### src/logic/psr_pkg.sv
/*
  psr_pkg: register map, field positions, reset values and the frame
  descriptor carriers for the protocol snoop/redirect control block.
  assumes: a switch ingress parser fills the descriptor fields.
*/
package psr_pkg;

  // ==========================================================================
  // register map (byte addresses)
  // ==========================================================================
  localparam logic [7:0] SILICON_REVISION_OFFSET = 8'h40;
  localparam logic [7:0] PROTOCOL_SNOOP_CONTROL_OFFSET = 8'h50;
  localparam logic [31:0] PROTOCOL_SNOOP_CONTROL_RESET = 32'h0000_0000;
  // revision code value is arbitrary
  localparam logic [7:0] SILICON_REVISION_DEFAULT = 8'h5a;

  // ==========================================================================
  // control field positions
  // ==========================================================================
  localparam int LISTENER_QUERY_TRAP_MODE_BIT = 18;
  localparam int LISTENER_QUERY_SNOOP_ENABLE_BIT = 17;
  localparam int LISTENER_REPORT_TRAP_MODE_BIT = 16;
  localparam int LISTENER_REPORT_SNOOP_ENABLE_BIT = 15;
  localparam int GROUP_UNKNOWN_TRAP_MODE_BIT = 14;
  localparam int GROUP_UNKNOWN_SNOOP_ENABLE_BIT = 13;
  localparam int GROUP_QUERY_TRAP_MODE_BIT = 12;
  localparam int GROUP_QUERY_SNOOP_ENABLE_BIT = 11;
  localparam int GROUP_REPORT_TRAP_MODE_BIT = 10;
  localparam int GROUP_REPORT_SNOOP_ENABLE_BIT = 9;
  localparam int GROUP_DEST_ADDR_CHECK_ENABLE_BIT = 8;
  localparam int CTRL_MSG_V6_TRAP_MODE_BIT = 5;
  localparam int CTRL_MSG_V6_SNOOP_ENABLE_BIT = 4;
  localparam int CTRL_MSG_V4_SNOOP_ENABLE_BIT = 3;
  localparam int HOST_CONFIG_SNOOP_ENABLE_BIT = 2;
  localparam int REVERSE_RESOLVE_SNOOP_ENABLE_BIT = 1;
  localparam int ADDR_RESOLVE_SNOOP_ENABLE_BIT = 0;

  // ==========================================================================
  // protocol constants
  // ==========================================================================
  localparam logic [7:0] IP_PROTO_GROUP_MGMT = 8'h02;
  localparam logic [7:0] V6_NEXT_HDR_CTRL_MSG = 8'h3a;
  localparam logic [7:0] V6_NEXT_HDR_HOP_BY_HOP = 8'h00;
  localparam logic [3:0] CLASS_D_PREFIX = 4'he;
  localparam logic [1:0] AXI_RESP_OKAY = 2'b00;
  localparam logic [1:0] AXI_RESP_SLVERR = 2'b10;

  // group-management message type, decoded by the parser
  typedef enum logic [1:0] {
    PSR_GRP_QUERY,
    PSR_GRP_REPORT,
    PSR_GRP_UNKNOWN
  } psr_grp_kind_e;

  // listener message kind within ctrl messages v6
  typedef enum logic [1:0] {
    PSR_V6_OTHER,
    PSR_V6_LISTENER_QUERY,
    PSR_V6_LISTENER_REPORT
  } psr_v6_kind_e;

  // per-frame descriptor from the ingress parser
  typedef struct packed {
    logic is_ipv4;
    logic [7:0] ipv4_protocol;
    logic [31:0] destination_ip_address;
    psr_grp_kind_e grp_kind;
    logic is_ipv6;
    logic [7:0] ipv6_next_header;
    logic [7:0] ext_next_header;
    psr_v6_kind_e v6_kind;
    logic is_ctrl_msg_v4;
    logic is_host_config;
    logic is_reverse_resolve;
    logic is_addr_resolve;
    logic [8:0] l2_port_mask;
  } psr_frame_s;

  // verdict to the forwarding logic
  typedef struct packed {
    logic [8:0] port_mask;
    logic copy_to_cpu;
    logic trapped;
  } psr_verdict_s;

endpackage : psr_pkg

### src/logic/psr_snoop_ctrl.sv
/*
  psr_snoop_ctrl: classifies each parsed frame and decides plain layer-2
  forwarding, forwarding plus cpu copy, or trap to cpu only; holds the
  control and revision registers behind an axi4-lite slave.
  assumes: one descriptor per frame_valid pulse, synchronous to clock;
  verdict follows one cycle later on verdict_valid.
*/
// Functional notes
// listener query mode: trap, else forward+copy
// listener query handled only when enabled
// listener report/done mode: trap, else forward+copy
// listener report/done handled only when enabled
// unknown group message mode: trap, else forward+copy
// unknown group message handled only when enabled
// group query mode: trap, else forward+copy
// group query handled only when enabled
// group report/leave mode: trap, else forward+copy
// group report/leave handled only when enabled
// optional class d destination classifies group
// v6 ctrl mode: trap, else forward+copy
// next header 58 is v6 ctrl
// next header 0 then 58 too
// v4 ctrl snoop adds cpu copy
// host config snoop adds cpu copy
// reverse resolve snoop adds cpu copy
// address resolve snoop adds cpu copy
// mode bit ignored while enable is clear
// control bits reset to zero
`timescale 1ns/1ps

module psr_snoop_ctrl #(
  parameter int CPU_PORT = 8,
  parameter logic [7:0] REVISION = psr_pkg::SILICON_REVISION_DEFAULT
) (
  input wire logic clock,
  input wire logic sys_rst,
  // axi4-lite slave
  input wire logic [7:0] s_axi_awaddr,
  input wire logic s_axi_awvalid,
  output logic s_axi_awready,
  input wire logic [31:0] s_axi_wdata,
  input wire logic [3:0] s_axi_wstrb,
  input wire logic s_axi_wvalid,
  output logic s_axi_wready,
  output logic [1:0] s_axi_bresp,
  output logic s_axi_bvalid,
  input wire logic s_axi_bready,
  input wire logic [7:0] s_axi_araddr,
  input wire logic s_axi_arvalid,
  output logic s_axi_arready,
  output logic [31:0] s_axi_rdata,
  output logic [1:0] s_axi_rresp,
  output logic s_axi_rvalid,
  input wire logic s_axi_rready,
  // frame path
  input wire logic frame_valid,
  input wire psr_pkg::psr_frame_s frame,
  output logic verdict_valid,
  output psr_pkg::psr_verdict_s verdict
);

  // ==========================================================================
  // state
  // ==========================================================================
  typedef struct packed {
    logic [31:0] ctrl;
    logic aw_held;
    logic [7:0] aw_addr;
    logic w_held;
    logic [31:0] w_data;
    logic [3:0] w_strb;
    logic bvalid;
    logic [1:0] bresp;
    logic rvalid;
    logic [31:0] rdata;
    logic [1:0] rresp;
    logic awrdy;
    logic wrdy;
    logic arrdy;
    logic vvalid;
    psr_pkg::psr_verdict_s verdict;
  } psr_state_s;

  psr_state_s state_reg;
  psr_state_s state_next;

  // ==========================================================================
  // classification
  // ==========================================================================
  logic [31:0] c;
  logic is_group;
  logic is_v6_ctrl;
  logic snoop;
  logic trap;

  assign c = state_reg.ctrl;

  always_comb begin
    is_group = frame.is_ipv4 &&
      ((frame.ipv4_protocol == psr_pkg::IP_PROTO_GROUP_MGMT) ||
       (c[psr_pkg::GROUP_DEST_ADDR_CHECK_ENABLE_BIT] &&
        frame.destination_ip_address[31:28] == psr_pkg::CLASS_D_PREFIX));
    is_v6_ctrl = frame.is_ipv6 &&
      ((frame.ipv6_next_header == psr_pkg::V6_NEXT_HDR_CTRL_MSG) ||
       (frame.ipv6_next_header == psr_pkg::V6_NEXT_HDR_HOP_BY_HOP &&
        frame.ext_next_header == psr_pkg::V6_NEXT_HDR_CTRL_MSG));
    snoop = 1'b0;
    trap = 1'b0;
    // trap only ever qualified by the class enable
    if (is_v6_ctrl) begin
      unique case (frame.v6_kind)
        psr_pkg::PSR_V6_LISTENER_QUERY: begin
          snoop = c[psr_pkg::LISTENER_QUERY_SNOOP_ENABLE_BIT];
          trap = snoop && c[psr_pkg::LISTENER_QUERY_TRAP_MODE_BIT];
        end
        psr_pkg::PSR_V6_LISTENER_REPORT: begin
          snoop = c[psr_pkg::LISTENER_REPORT_SNOOP_ENABLE_BIT];
          trap = snoop && c[psr_pkg::LISTENER_REPORT_TRAP_MODE_BIT];
        end
        psr_pkg::PSR_V6_OTHER: begin
          snoop = c[psr_pkg::CTRL_MSG_V6_SNOOP_ENABLE_BIT];
          trap = snoop && c[psr_pkg::CTRL_MSG_V6_TRAP_MODE_BIT];
        end
        default: begin
          snoop = 1'b0;
          trap = 1'b0;
        end
      endcase
    end else if (is_group) begin
      unique case (frame.grp_kind)
        psr_pkg::PSR_GRP_QUERY: begin
          snoop = c[psr_pkg::GROUP_QUERY_SNOOP_ENABLE_BIT];
          trap = snoop && c[psr_pkg::GROUP_QUERY_TRAP_MODE_BIT];
        end
        psr_pkg::PSR_GRP_REPORT: begin
          snoop = c[psr_pkg::GROUP_REPORT_SNOOP_ENABLE_BIT];
          trap = snoop && c[psr_pkg::GROUP_REPORT_TRAP_MODE_BIT];
        end
        psr_pkg::PSR_GRP_UNKNOWN: begin
          snoop = c[psr_pkg::GROUP_UNKNOWN_SNOOP_ENABLE_BIT];
          trap = snoop && c[psr_pkg::GROUP_UNKNOWN_TRAP_MODE_BIT];
        end
        default: begin
          snoop = 1'b0;
          trap = 1'b0;
        end
      endcase
    end else if (frame.is_ctrl_msg_v4) begin
      snoop = c[psr_pkg::CTRL_MSG_V4_SNOOP_ENABLE_BIT];
    end else if (frame.is_host_config) begin
      snoop = c[psr_pkg::HOST_CONFIG_SNOOP_ENABLE_BIT];
    end else if (frame.is_reverse_resolve) begin
      snoop = c[psr_pkg::REVERSE_RESOLVE_SNOOP_ENABLE_BIT];
    end else if (frame.is_addr_resolve) begin
      snoop = c[psr_pkg::ADDR_RESOLVE_SNOOP_ENABLE_BIT];
    end
  end

  // ==========================================================================
  // next state
  // ==========================================================================
  logic do_write;
  logic [7:0] wa;
  logic [31:0] wd;
  logic [3:0] ws;
  logic [8:0] cpu_bit;

  assign cpu_bit = 9'h001 << CPU_PORT;

  always_comb begin
    state_next = state_reg;
    wa = state_reg.aw_held ? state_reg.aw_addr : s_axi_awaddr;
    wd = state_reg.w_held ? state_reg.w_data : s_axi_wdata;
    ws = state_reg.w_held ? state_reg.w_strb : s_axi_wstrb;
    // address and data may come in either order; hold whichever arrives first
    if (s_axi_awvalid && s_axi_awready) begin
      state_next.aw_held = 1'b1;
      state_next.aw_addr = s_axi_awaddr;
    end
    if (s_axi_wvalid && s_axi_wready) begin
      state_next.w_held = 1'b1;
      state_next.w_data = s_axi_wdata;
      state_next.w_strb = s_axi_wstrb;
    end
    do_write = !state_reg.bvalid &&
      (state_reg.aw_held || s_axi_awvalid) && (state_reg.w_held || s_axi_wvalid);
    if (do_write) begin
      state_next.aw_held = 1'b0;
      state_next.w_held = 1'b0;
      state_next.bvalid = 1'b1;
      state_next.bresp = psr_pkg::AXI_RESP_OKAY;
      if (wa[7:2] == psr_pkg::PROTOCOL_SNOOP_CONTROL_OFFSET[7:2]) begin
        for (int i = 0; i < 4; i++) begin
          if (ws[i]) begin
            state_next.ctrl[8*i +: 8] = wd[8*i +: 8];
          end
        end
      end else if (wa[7:2] != psr_pkg::SILICON_REVISION_OFFSET[7:2]) begin
        state_next.bresp = psr_pkg::AXI_RESP_SLVERR;
      end
    end else if (state_reg.bvalid && s_axi_bready) begin
      state_next.bvalid = 1'b0;
    end

    if (s_axi_arvalid && s_axi_arready) begin
      state_next.rvalid = 1'b1;
      state_next.rresp = psr_pkg::AXI_RESP_OKAY;
      if (s_axi_araddr[7:2] == psr_pkg::PROTOCOL_SNOOP_CONTROL_OFFSET[7:2]) begin
        state_next.rdata = state_reg.ctrl;
      end else if (s_axi_araddr[7:2] == psr_pkg::SILICON_REVISION_OFFSET[7:2]) begin
        state_next.rdata = {24'h000000, REVISION};
      end else begin
        state_next.rdata = 32'h0000_0000;
        state_next.rresp = psr_pkg::AXI_RESP_SLVERR;
      end
    end else if (state_reg.rvalid && s_axi_rready) begin
      state_next.rvalid = 1'b0;
    end

    // verdict, one cycle after the descriptor
    state_next.vvalid = frame_valid;
    if (frame_valid) begin
      state_next.verdict.trapped = trap;
      state_next.verdict.copy_to_cpu = snoop;
      state_next.verdict.port_mask = trap ? cpu_bit :
        (snoop ? (frame.l2_port_mask | cpu_bit) : frame.l2_port_mask);
    end

    // ready flags kept in flops so the bus outputs carry no logic
    state_next.awrdy = !state_next.aw_held && !state_next.bvalid;
    state_next.wrdy = !state_next.w_held && !state_next.bvalid;
    state_next.arrdy = !state_next.rvalid;

    if (sys_rst) begin
      state_next = '0;
      state_next.ctrl = psr_pkg::PROTOCOL_SNOOP_CONTROL_RESET;
    end
  end

  always_ff @(posedge clock) begin
    state_reg <= state_next;
  end

  // ==========================================================================
  // outputs
  // ==========================================================================
  assign s_axi_awready = state_reg.awrdy;
  assign s_axi_wready = state_reg.wrdy;
  assign s_axi_bvalid = state_reg.bvalid;
  assign s_axi_bresp = state_reg.bresp;
  assign s_axi_arready = state_reg.arrdy;
  assign s_axi_rvalid = state_reg.rvalid;
  assign s_axi_rdata = state_reg.rdata;
  assign s_axi_rresp = state_reg.rresp;
  assign verdict_valid = state_reg.vvalid;
  assign verdict = state_reg.verdict;

  // ==========================================================================
  // checks
  // ==========================================================================
  a_reset_ctrl_zero: assert property (@(posedge clock)
    sys_rst |=> state_reg.ctrl == 32'h0000_0000)
    else $error("control not cleared by reset");

  a_trap_needs_enable: assert property (@(posedge clock) disable iff (sys_rst)
    verdict_valid && verdict.trapped |-> verdict.copy_to_cpu)
    else $error("trap without enable");

  a_trap_cpu_only: assert property (@(posedge clock) disable iff (sys_rst)
    verdict_valid && verdict.trapped |-> verdict.port_mask == cpu_bit)
    else $error("trapped frame not cpu only");

  a_copy_keeps_l2: assert property (@(posedge clock) disable iff (sys_rst)
    frame_valid && !trap && snoop |=>
      verdict.port_mask == ($past(frame.l2_port_mask) | cpu_bit))
    else $error("copy lost layer-2 ports");

  a_plain_l2_path: assert property (@(posedge clock) disable iff (sys_rst)
    frame_valid && !snoop |=> verdict_valid && !verdict.copy_to_cpu &&
      verdict.port_mask == $past(frame.l2_port_mask))
    else $error("plain frame altered");

  a_arp_snoop: assert property (@(posedge clock) disable iff (sys_rst)
    frame_valid && frame.is_addr_resolve && !frame.is_ipv4 && !frame.is_ipv6 &&
      !frame.is_ctrl_msg_v4 && !frame.is_host_config && !frame.is_reverse_resolve |=>
      verdict.copy_to_cpu == $past(c[psr_pkg::ADDR_RESOLVE_SNOOP_ENABLE_BIT]))
    else $error("resolve snoop mismatch");

  a_group_query: assert property (@(posedge clock) disable iff (sys_rst)
    frame_valid && frame.is_ipv4 && !frame.is_ipv6 &&
      frame.ipv4_protocol == psr_pkg::IP_PROTO_GROUP_MGMT &&
      frame.grp_kind == psr_pkg::PSR_GRP_QUERY |=>
      verdict.trapped == $past(c[psr_pkg::GROUP_QUERY_TRAP_MODE_BIT] &&
        c[psr_pkg::GROUP_QUERY_SNOOP_ENABLE_BIT]))
    else $error("group query verdict wrong");

  a_v6_ext_hdr: assert property (@(posedge clock) disable iff (sys_rst)
    frame_valid && frame.is_ipv6 && frame.ipv6_next_header == psr_pkg::V6_NEXT_HDR_HOP_BY_HOP &&
      frame.ext_next_header == psr_pkg::V6_NEXT_HDR_CTRL_MSG &&
      frame.v6_kind == psr_pkg::PSR_V6_OTHER |=>
      verdict.copy_to_cpu == $past(c[psr_pkg::CTRL_MSG_V6_SNOOP_ENABLE_BIT]))
    else $error("v6 extension header missed");

  a_write_resp: assert property (@(posedge clock) disable iff (sys_rst)
    do_write |=> s_axi_bvalid)
    else $error("write not answered");

  a_read_resp: assert property (@(posedge clock) disable iff (sys_rst)
    s_axi_arvalid && s_axi_arready |=> s_axi_rvalid)
    else $error("read not answered");

endmodule : psr_snoop_ctrl

### config.mk
export PLATFORM = sky130hd
export DESIGN_NAME = psr_snoop_ctrl
export DESIGN_NICKNAME = d
export VERILOG_FILES = /design/src/logic/psr_pkg.sv /design/src/logic/psr_snoop_ctrl.sv
export SDC_FILE = /design/constraint.sdc
export NUM_CORES = 1
export LEC_CHECK = 0
export BUFFER_PORTS_ARGS = -buffer_cell sky130_fd_sc_hd__buf_4
export CELL_PAD_IN_SITES_DETAIL_PLACEMENT = 0
export CELL_PAD_IN_SITES_GLOBAL_PLACEMENT = 2
export CORE_MARGIN = 2
export CORE_UTILIZATION = 26
export CTS_CLUSTER_SIZE = 14
export DETAILED_ROUTE_END_ITERATION = 16
export PLACE_DENSITY = 0.75
export SLEW_MARGIN = 25
export SYNTH_ARGS = -nofsm -noshare
export SYNTH_HDL_FRONTEND = slang
export SYNTH_SLANG_ARGS = --single-unit
### constraint.sdc
create_clock -name clock -period 1.7 [get_ports clock]
set_input_delay 0.34 -clock clock [delete_from_list [all_inputs] [get_ports clock]]
set_output_delay 0.34 -clock clock [all_outputs]
set_load 0.1 [all_outputs]
==> results.ini, run 1 <==
[global_route]
grt_max_degree = 61
antenna_found_initial = 0
grt_usage_pct = 13.74
grt_pass1_wl_um = 23870
overflow = 0
grt_pass1_vias = 4611

[layout]
drive_gt1_share_pct = 37.75
final_common_cell = buf_4
largest_reg_flops = 44
final_cell_area_sq_mm = 0.007548
n_fill_cell = 2098
final_cell_mix = buf_4, dfxtp_1, nand2_1, nor2_1, a21oi_1
instances_no_fill = 1022
nets = 869
syn_to_final_growth_pct = 36.96
insertedDiodeCount = 0

[critical_path]
reg2regPathDepth = 7
worstSetupPathType = reg2reg
crit_path_max_fanout = 6
cp-start-kind = register
worstPathRequired_ps = 1970
endpoint_kind = register
reg2reg_to = c[5]$_SDFFE_PP0P_
reg2reg_from = state_reg[97]$_SDFFE_PP0P_
rrSetupSlack_ps = 2
cp.arrival_ps = 1970

[synthesis]
ys.flop_type = dfxtp_1
ys_ff_latch = 127
synth.mux.area_fraction_pct = 13.14
synthSimpleGateAreaFrac_pct = 17.14
ys_seq_area_share_pct = 46.13
netlist_area_sq_mm = 0.005512
synth_edf_count = 0
synthAdderAreaFrac_pct = 0
async_flop_share_pct = 0
synth_top_family_by_area = simple AND/OR/NAND/NOR gates
ys_types = 49
synth.yosys.warnings = 0
syn_inst = 605
synth_xor_area_share_pct = 0
syn_avg_cell_area_sq_um = 9.110
synth-compound-area-share_pct = 14.35

[sta]
maxSlewHeadroom_pct = 62.80
timing.final.crit_share_pct = 99.87
clock_skew_ps = 7.428
rsz0062_at_grt = yes
hold_violations = 0
fmax_mhz = 589.0
finalMaxSlewViolations = 0
period_minus_slack_ps = 1698
setup_viol = 0
worstMarginPinSlew_ps = 558.0

[clock_tree]
clkSlewWorstSetupHoldPaths_ps = 60
cts_sinks = 127
cts_hold_buf = 0
clockBufferDepth = 2
clk_latency_ps = 410
root_buffer = clkbuf_16
h-tree-depth = 4
numCtsBuffers = 17
cts_tree = done

[worst_hold_path]
min_to = verdict[7]$_SDFFE_PP0P_
hold_path.class = in2reg
hp-start = frame[5]
hold_depth = 2

[flow_run]
maxCapViolations = 0

[die]
die_h_um = 149.6
die_area_sq_mm = 0.02238
coreArea_sq_mm = 0.02089
initial_core_util_pct = 26.39
rows = 53
die_w_um = 149.6
boundaryPins = 188

[route]
drt_iter0_markers = 138
ant_nets = 0
firstDrtPassIters = 4
vias = 4600
drc_errors = 0
viasPerCell = 4.501
wirelength_um = 15310
wl_per_cell_um = 14.98

[place]
place_hpwl_um = 10980
numPortBuffers = 153
gp_congestion = 0.7484
dpl.cell_count = 986
dpl_cell_area_sq_mm = 0.006858

[pwr]
vdd_drop_max_v = 0.0006389
power_leakage_nw = 3.210
powerDensity_mw_per_mm2 = 1012

[run_status]
status = complete, no violations

## power by group
part           switching, mW  internal [mW]  leakage [nW]
registers             0.0540           3.06          1.03
clock network           1.36           2.23         0.285
logic                  0.561          0.369          1.89
total                   1.97           5.67          3.21
## final cells by class
type / count / area, sq um / area share, %
inverter: 4 / 15.01 / 0.1989
clock buffer: 19 / 452.9 / 6.000
sequential: 127 / 2554 / 33.83
clock inverter: 13 / 138.9 / 1.840
timing repair buffer: 191 / 1524 / 20.19
tap: 275 / 344.1 / 4.558
multi-input combinational: 393 / 2520 / 33.38
## critical path, cell delays in order, from the launching register on
cell and delay [ps]:
dfxtp_2 330, nor4_4 300, and4_1 260, buf_6 140, o211ai_4 150, buf_6 170
mux2i_1 160, nor2_1 50
## stage by stage
stage	setup slack [ps]	TNS, ps	utilization, %	hold WS [ps]	power (mW)
6_report	2.291	0	36.14	141.0	7.637
5_1_grt	-77.53	-795.7	36.14	126.4	7.944
4_1_cts	4.893	0	35.78	116.5	7.738
3_5_place_dp	-296.1	-7379	32.83	442.8	4.104
3_3_place_gp	-279.4	-7707	32.83	437.7	4.087
2_1_floorplan	-71.71	-573.7	-	432.3	3.754
## worst max path at each step
stage,start,end,slack [ps]
after floorplan,frame[25],verdict[2]$_SDFFE_PP0P_,-70
after global placement,frame[25],verdict[3]$_SDFFE_PP0P_,-280
after detailed placement,frame[17],verdict[6]$_SDFFE_PP0P_,-300
after CTS,state_reg[95]$_SDFFE_PP0P_,c[4]$_SDFFE_PP0P_,5
after global routing,state_reg[97]$_SDFFE_PP0P_,c[21]$_SDFFE_PP0P_,-80
final,state_reg[97]$_SDFFE_PP0P_,c[5]$_SDFFE_PP0P_,2
## cells by family (layout without fill, tap and decap cells)
group / Yosys count / count (layout)
other cells: 1 / 2
buf+inv: 86 / 227
mux: 68 / 68
flops: 127 / 127
compound gates: 113 / 113
simple gates: 210 / 210
## synth_stat cells (all sizes together), types with 5 or more instances
cell	n	area share (%)
nand3	13	1.2
buf	54	7.0
dfxtp	127	46
mux2	35	7.2
a21oi	50	4.5
nor4	6	0.79
a22o	8	1.3
nand2b	7	0.79
a22oi	29	4.0
mux2i	33	6.0
clkbuf	28	1.9
nand2	89	6.1
a211oi	5	0.68
o211ai	6	1.3
nor2	70	4.8
## what timing repair did
item / in CTS / in global routing
gates resized for setup: 5 / 10
endpoints found under the setup margin: 30 / 34
pin swaps: 3 / 3
setup buffers: 0 / 4
## metal layers
layer	global-route usage [%]	wire length, um	vias up
li1	-	-	2315
met1	16.80	6874	2185
met2	23.76	7629	87
met3	2.927	597	13
met4	4.905	204	0
met5	0	0	-
(Power assumes the default switching activity.)
==> run 2: changes to the inputs <==
--- a/config.mk
+++ b/config.mk
@@ -12,6 +12,7 @@
 export CORE_UTILIZATION = 26
 export CTS_CLUSTER_SIZE = 14
 export DETAILED_ROUTE_END_ITERATION = 16
+export MAX_ROUTING_LAYER = met4
 export PLACE_DENSITY = 0.75
 export SLEW_MARGIN = 25
 export SYNTH_ARGS = -nofsm -noshare
==> results.ini, run 2 (same netlist as run 1, synthesis figures left out) <==
[run_status]
status = complete, but fails checks
violations = negative setup slack

[layout]
instances_no_fill = 1022  ; unchanged
final_cell_mix = buf_4, dfxtp_1, nand2_1, nor2_1, a21oi_1
drive_gt1_share_pct = 37.75  ; unchanged
syn_to_final_growth_pct = 36.96  ; unchanged
final_cell_area_sq_mm = 0.007548  ; unchanged
largest_reg_flops = 44  ; unchanged
nets = 869  ; unchanged
insertedDiodeCount = 0  ; unchanged
final_common_cell = buf_4

[critical_path]
reg2regPathDepth = 7  ; unchanged
rrSetupSlack_ps = -2  ; about the same
reg2reg_to = c[5]$_SDFFE_PP0P_
crit_path_max_fanout = 6  ; unchanged
worstPathRequired_ps = 1970  ; about the same
cp.arrival_ps = 1980  ; about the same
reg2reg_from = state_reg[97]$_SDFFE_PP0P_
cp-start-kind = register
worstSetupPathType = reg2reg
endpoint_kind = register

[pwr]
vdd_drop_max_v = 0.0006369  ; -0.32%
total_power_mw = 7.637  ; about the same
powerDensity_mw_per_mm2 = 1012  ; about the same
power_leakage_nw = 3.210  ; unchanged

[sta]
tns_ps = -2.365  ; -2.365 ps
rsz0062_at_grt = yes
setup_ws_ps = -2.365  ; -4.655 ps
clock_skew_ps = 7.431  ; +0.003360 ps
finalMaxSlewViolations = 0  ; unchanged
timing.final.crit_share_pct = 100.1  ; +0.27 points
period_minus_slack_ps = 1702  ; +4.655 ps
maxSlewHeadroom_pct = 62.17  ; -0.63 points
setup_viol = 1  ; +1
fmax_mhz = 587.4  ; -0.27%
hold_violations = 0  ; unchanged
worstMarginPinSlew_ps = 567.4  ; +9.430 ps

[route]
wirelength_um = 15300  ; about the same
drt_iter0_markers = 152  ; +10%
vias = 4625  ; +0.54%
ant_nets = 0  ; unchanged
viasPerCell = 4.525  ; +0.54%
drc_errors = 0  ; unchanged
firstDrtPassIters = 4  ; unchanged
wl_per_cell_um = 14.97  ; about the same

[die]
coreArea_sq_mm = 0.02089  ; unchanged
die_h_um = 149.6  ; unchanged
die_area_sq_mm = 0.02238  ; unchanged
die_w_um = 149.6  ; unchanged
initial_core_util_pct = 26.39  ; unchanged
rows = 53  ; unchanged
boundaryPins = 188  ; unchanged

[clock_tree]
clockBufferDepth = 2  ; unchanged
cts_sinks = 127  ; unchanged
root_buffer = clkbuf_16
cts_hold_buf = 0  ; unchanged
clk_latency_ps = 410  ; about the same
h-tree-depth = 4  ; unchanged
clkSlewWorstSetupHoldPaths_ps = 60  ; about the same
numCtsBuffers = 17  ; unchanged
cts_tree = done

[place]
post-place-ws_ps = -296.1  ; unchanged
dpl.cell_count = 986  ; unchanged
gp_congestion = 0.7608  ; +1.7%
numPortBuffers = 153  ; unchanged
place_hpwl_um = 10980  ; unchanged
dpl_cell_area_sq_mm = 0.006858  ; unchanged

[global_route]
grt_max_degree = 61  ; unchanged
grt_usage_pct = 14.15  ; +0.41 points
grt_pass1_wl_um = 23850  ; about the same
overflow = 0  ; unchanged
antenna_found_initial = 0  ; unchanged
grt_pass1_vias = 4613  ; +0.043%

[worst_hold_path]
min_to = verdict[7]$_SDFFE_PP0P_
hp-start = frame[5]
hold_depth = 2  ; unchanged
hold_path.class = in2reg

[flow_run]
maxCapViolations = 0  ; unchanged

-- run 2: how the worst max path moves through the flow --
stage / slack (ps) / start / depth (start not counted) / to
after floorplan: -70 / frame[25] / 4 / verdict[2]$_SDFFE_PP0P_
after global placement: -280 / frame[25] / 7 / verdict[3]$_SDFFE_PP0P_
after detailed placement: -300 / frame[17] / 8 / verdict[6]$_SDFFE_PP0P_
after CTS: 5 / state_reg[95]$_SDFFE_PP0P_ / 7 / c[4]$_SDFFE_PP0P_
after global routing: -80 / state_reg[97]$_SDFFE_PP0P_ / 7 / c[21]$_SDFFE_PP0P_
final: -2 / state_reg[97]$_SDFFE_PP0P_ / 7 / c[5]$_SDFFE_PP0P_
-- run 2: critical path, cell delays in order, from the launching register on --
cell and delay, ps:
dfxtp_2 330, nor4_4 300, and4_1 260, buf_6 140, o211ai_4 150, buf_6 170, mux2i_1 160, nor2_1 50
-- run 2: cell type report --
cell class / instances / area [sq um]
Fill cell: 2098 / 13340
Clock buffer: 19 / 452.9
Multi-Input combinational cell: 393 / 2520
Sequential cell: 127 / 2554
Tap cell: 275 / 344.1
Clock inverter: 13 / 138.9
Timing Repair Buffer: 191 / 1524
Inverter: 4 / 15.01
-- run 2: timing repair --
item	in CTS	in global routing
resized for setup	5	10
pin swaps	3	3
setup endpoints to repair	30	34
hold endpoints to repair	0	0
setup buffers	0	4
-- run 2: metrics by stage --
| step | hold slack [ps] | utilization (%) |
|---|---|---|
| global placement | 437.7 | 32.83 |
| detailed placement | 442.8 | 32.83 |
| floorplan | 432.3 | - |
| global route | 126.4 | 36.14 |
| CTS | 116.5 | 35.78 |
| finish | 141.7 | 36.14 |
-- run 2: report_power, final --
| part | switching [mW] | total (mW) | internal [mW] |
|---|---|---|---|
| logic | 0.561 | 0.929 | 0.369 |
| registers | 0.0538 | 3.12 | 3.06 |
| clock network | 1.36 | 3.59 | 2.23 |
| total | 1.97 | 7.64 | 5.67 |
-- run 2: metal layers --
| layer | track usage, % | wire length [um] | up-vias |
|---|---|---|---|
| li1 | - | - | 2315 |
| met1 | 16.76 | 6861 | 2210 |
| met2 | 23.81 | 7644 | 86 |
| met3 | 2.988 | 587 | 14 |
| met4 | 4.905 | 206 | 0 |
| met5 | - | 0 | - |
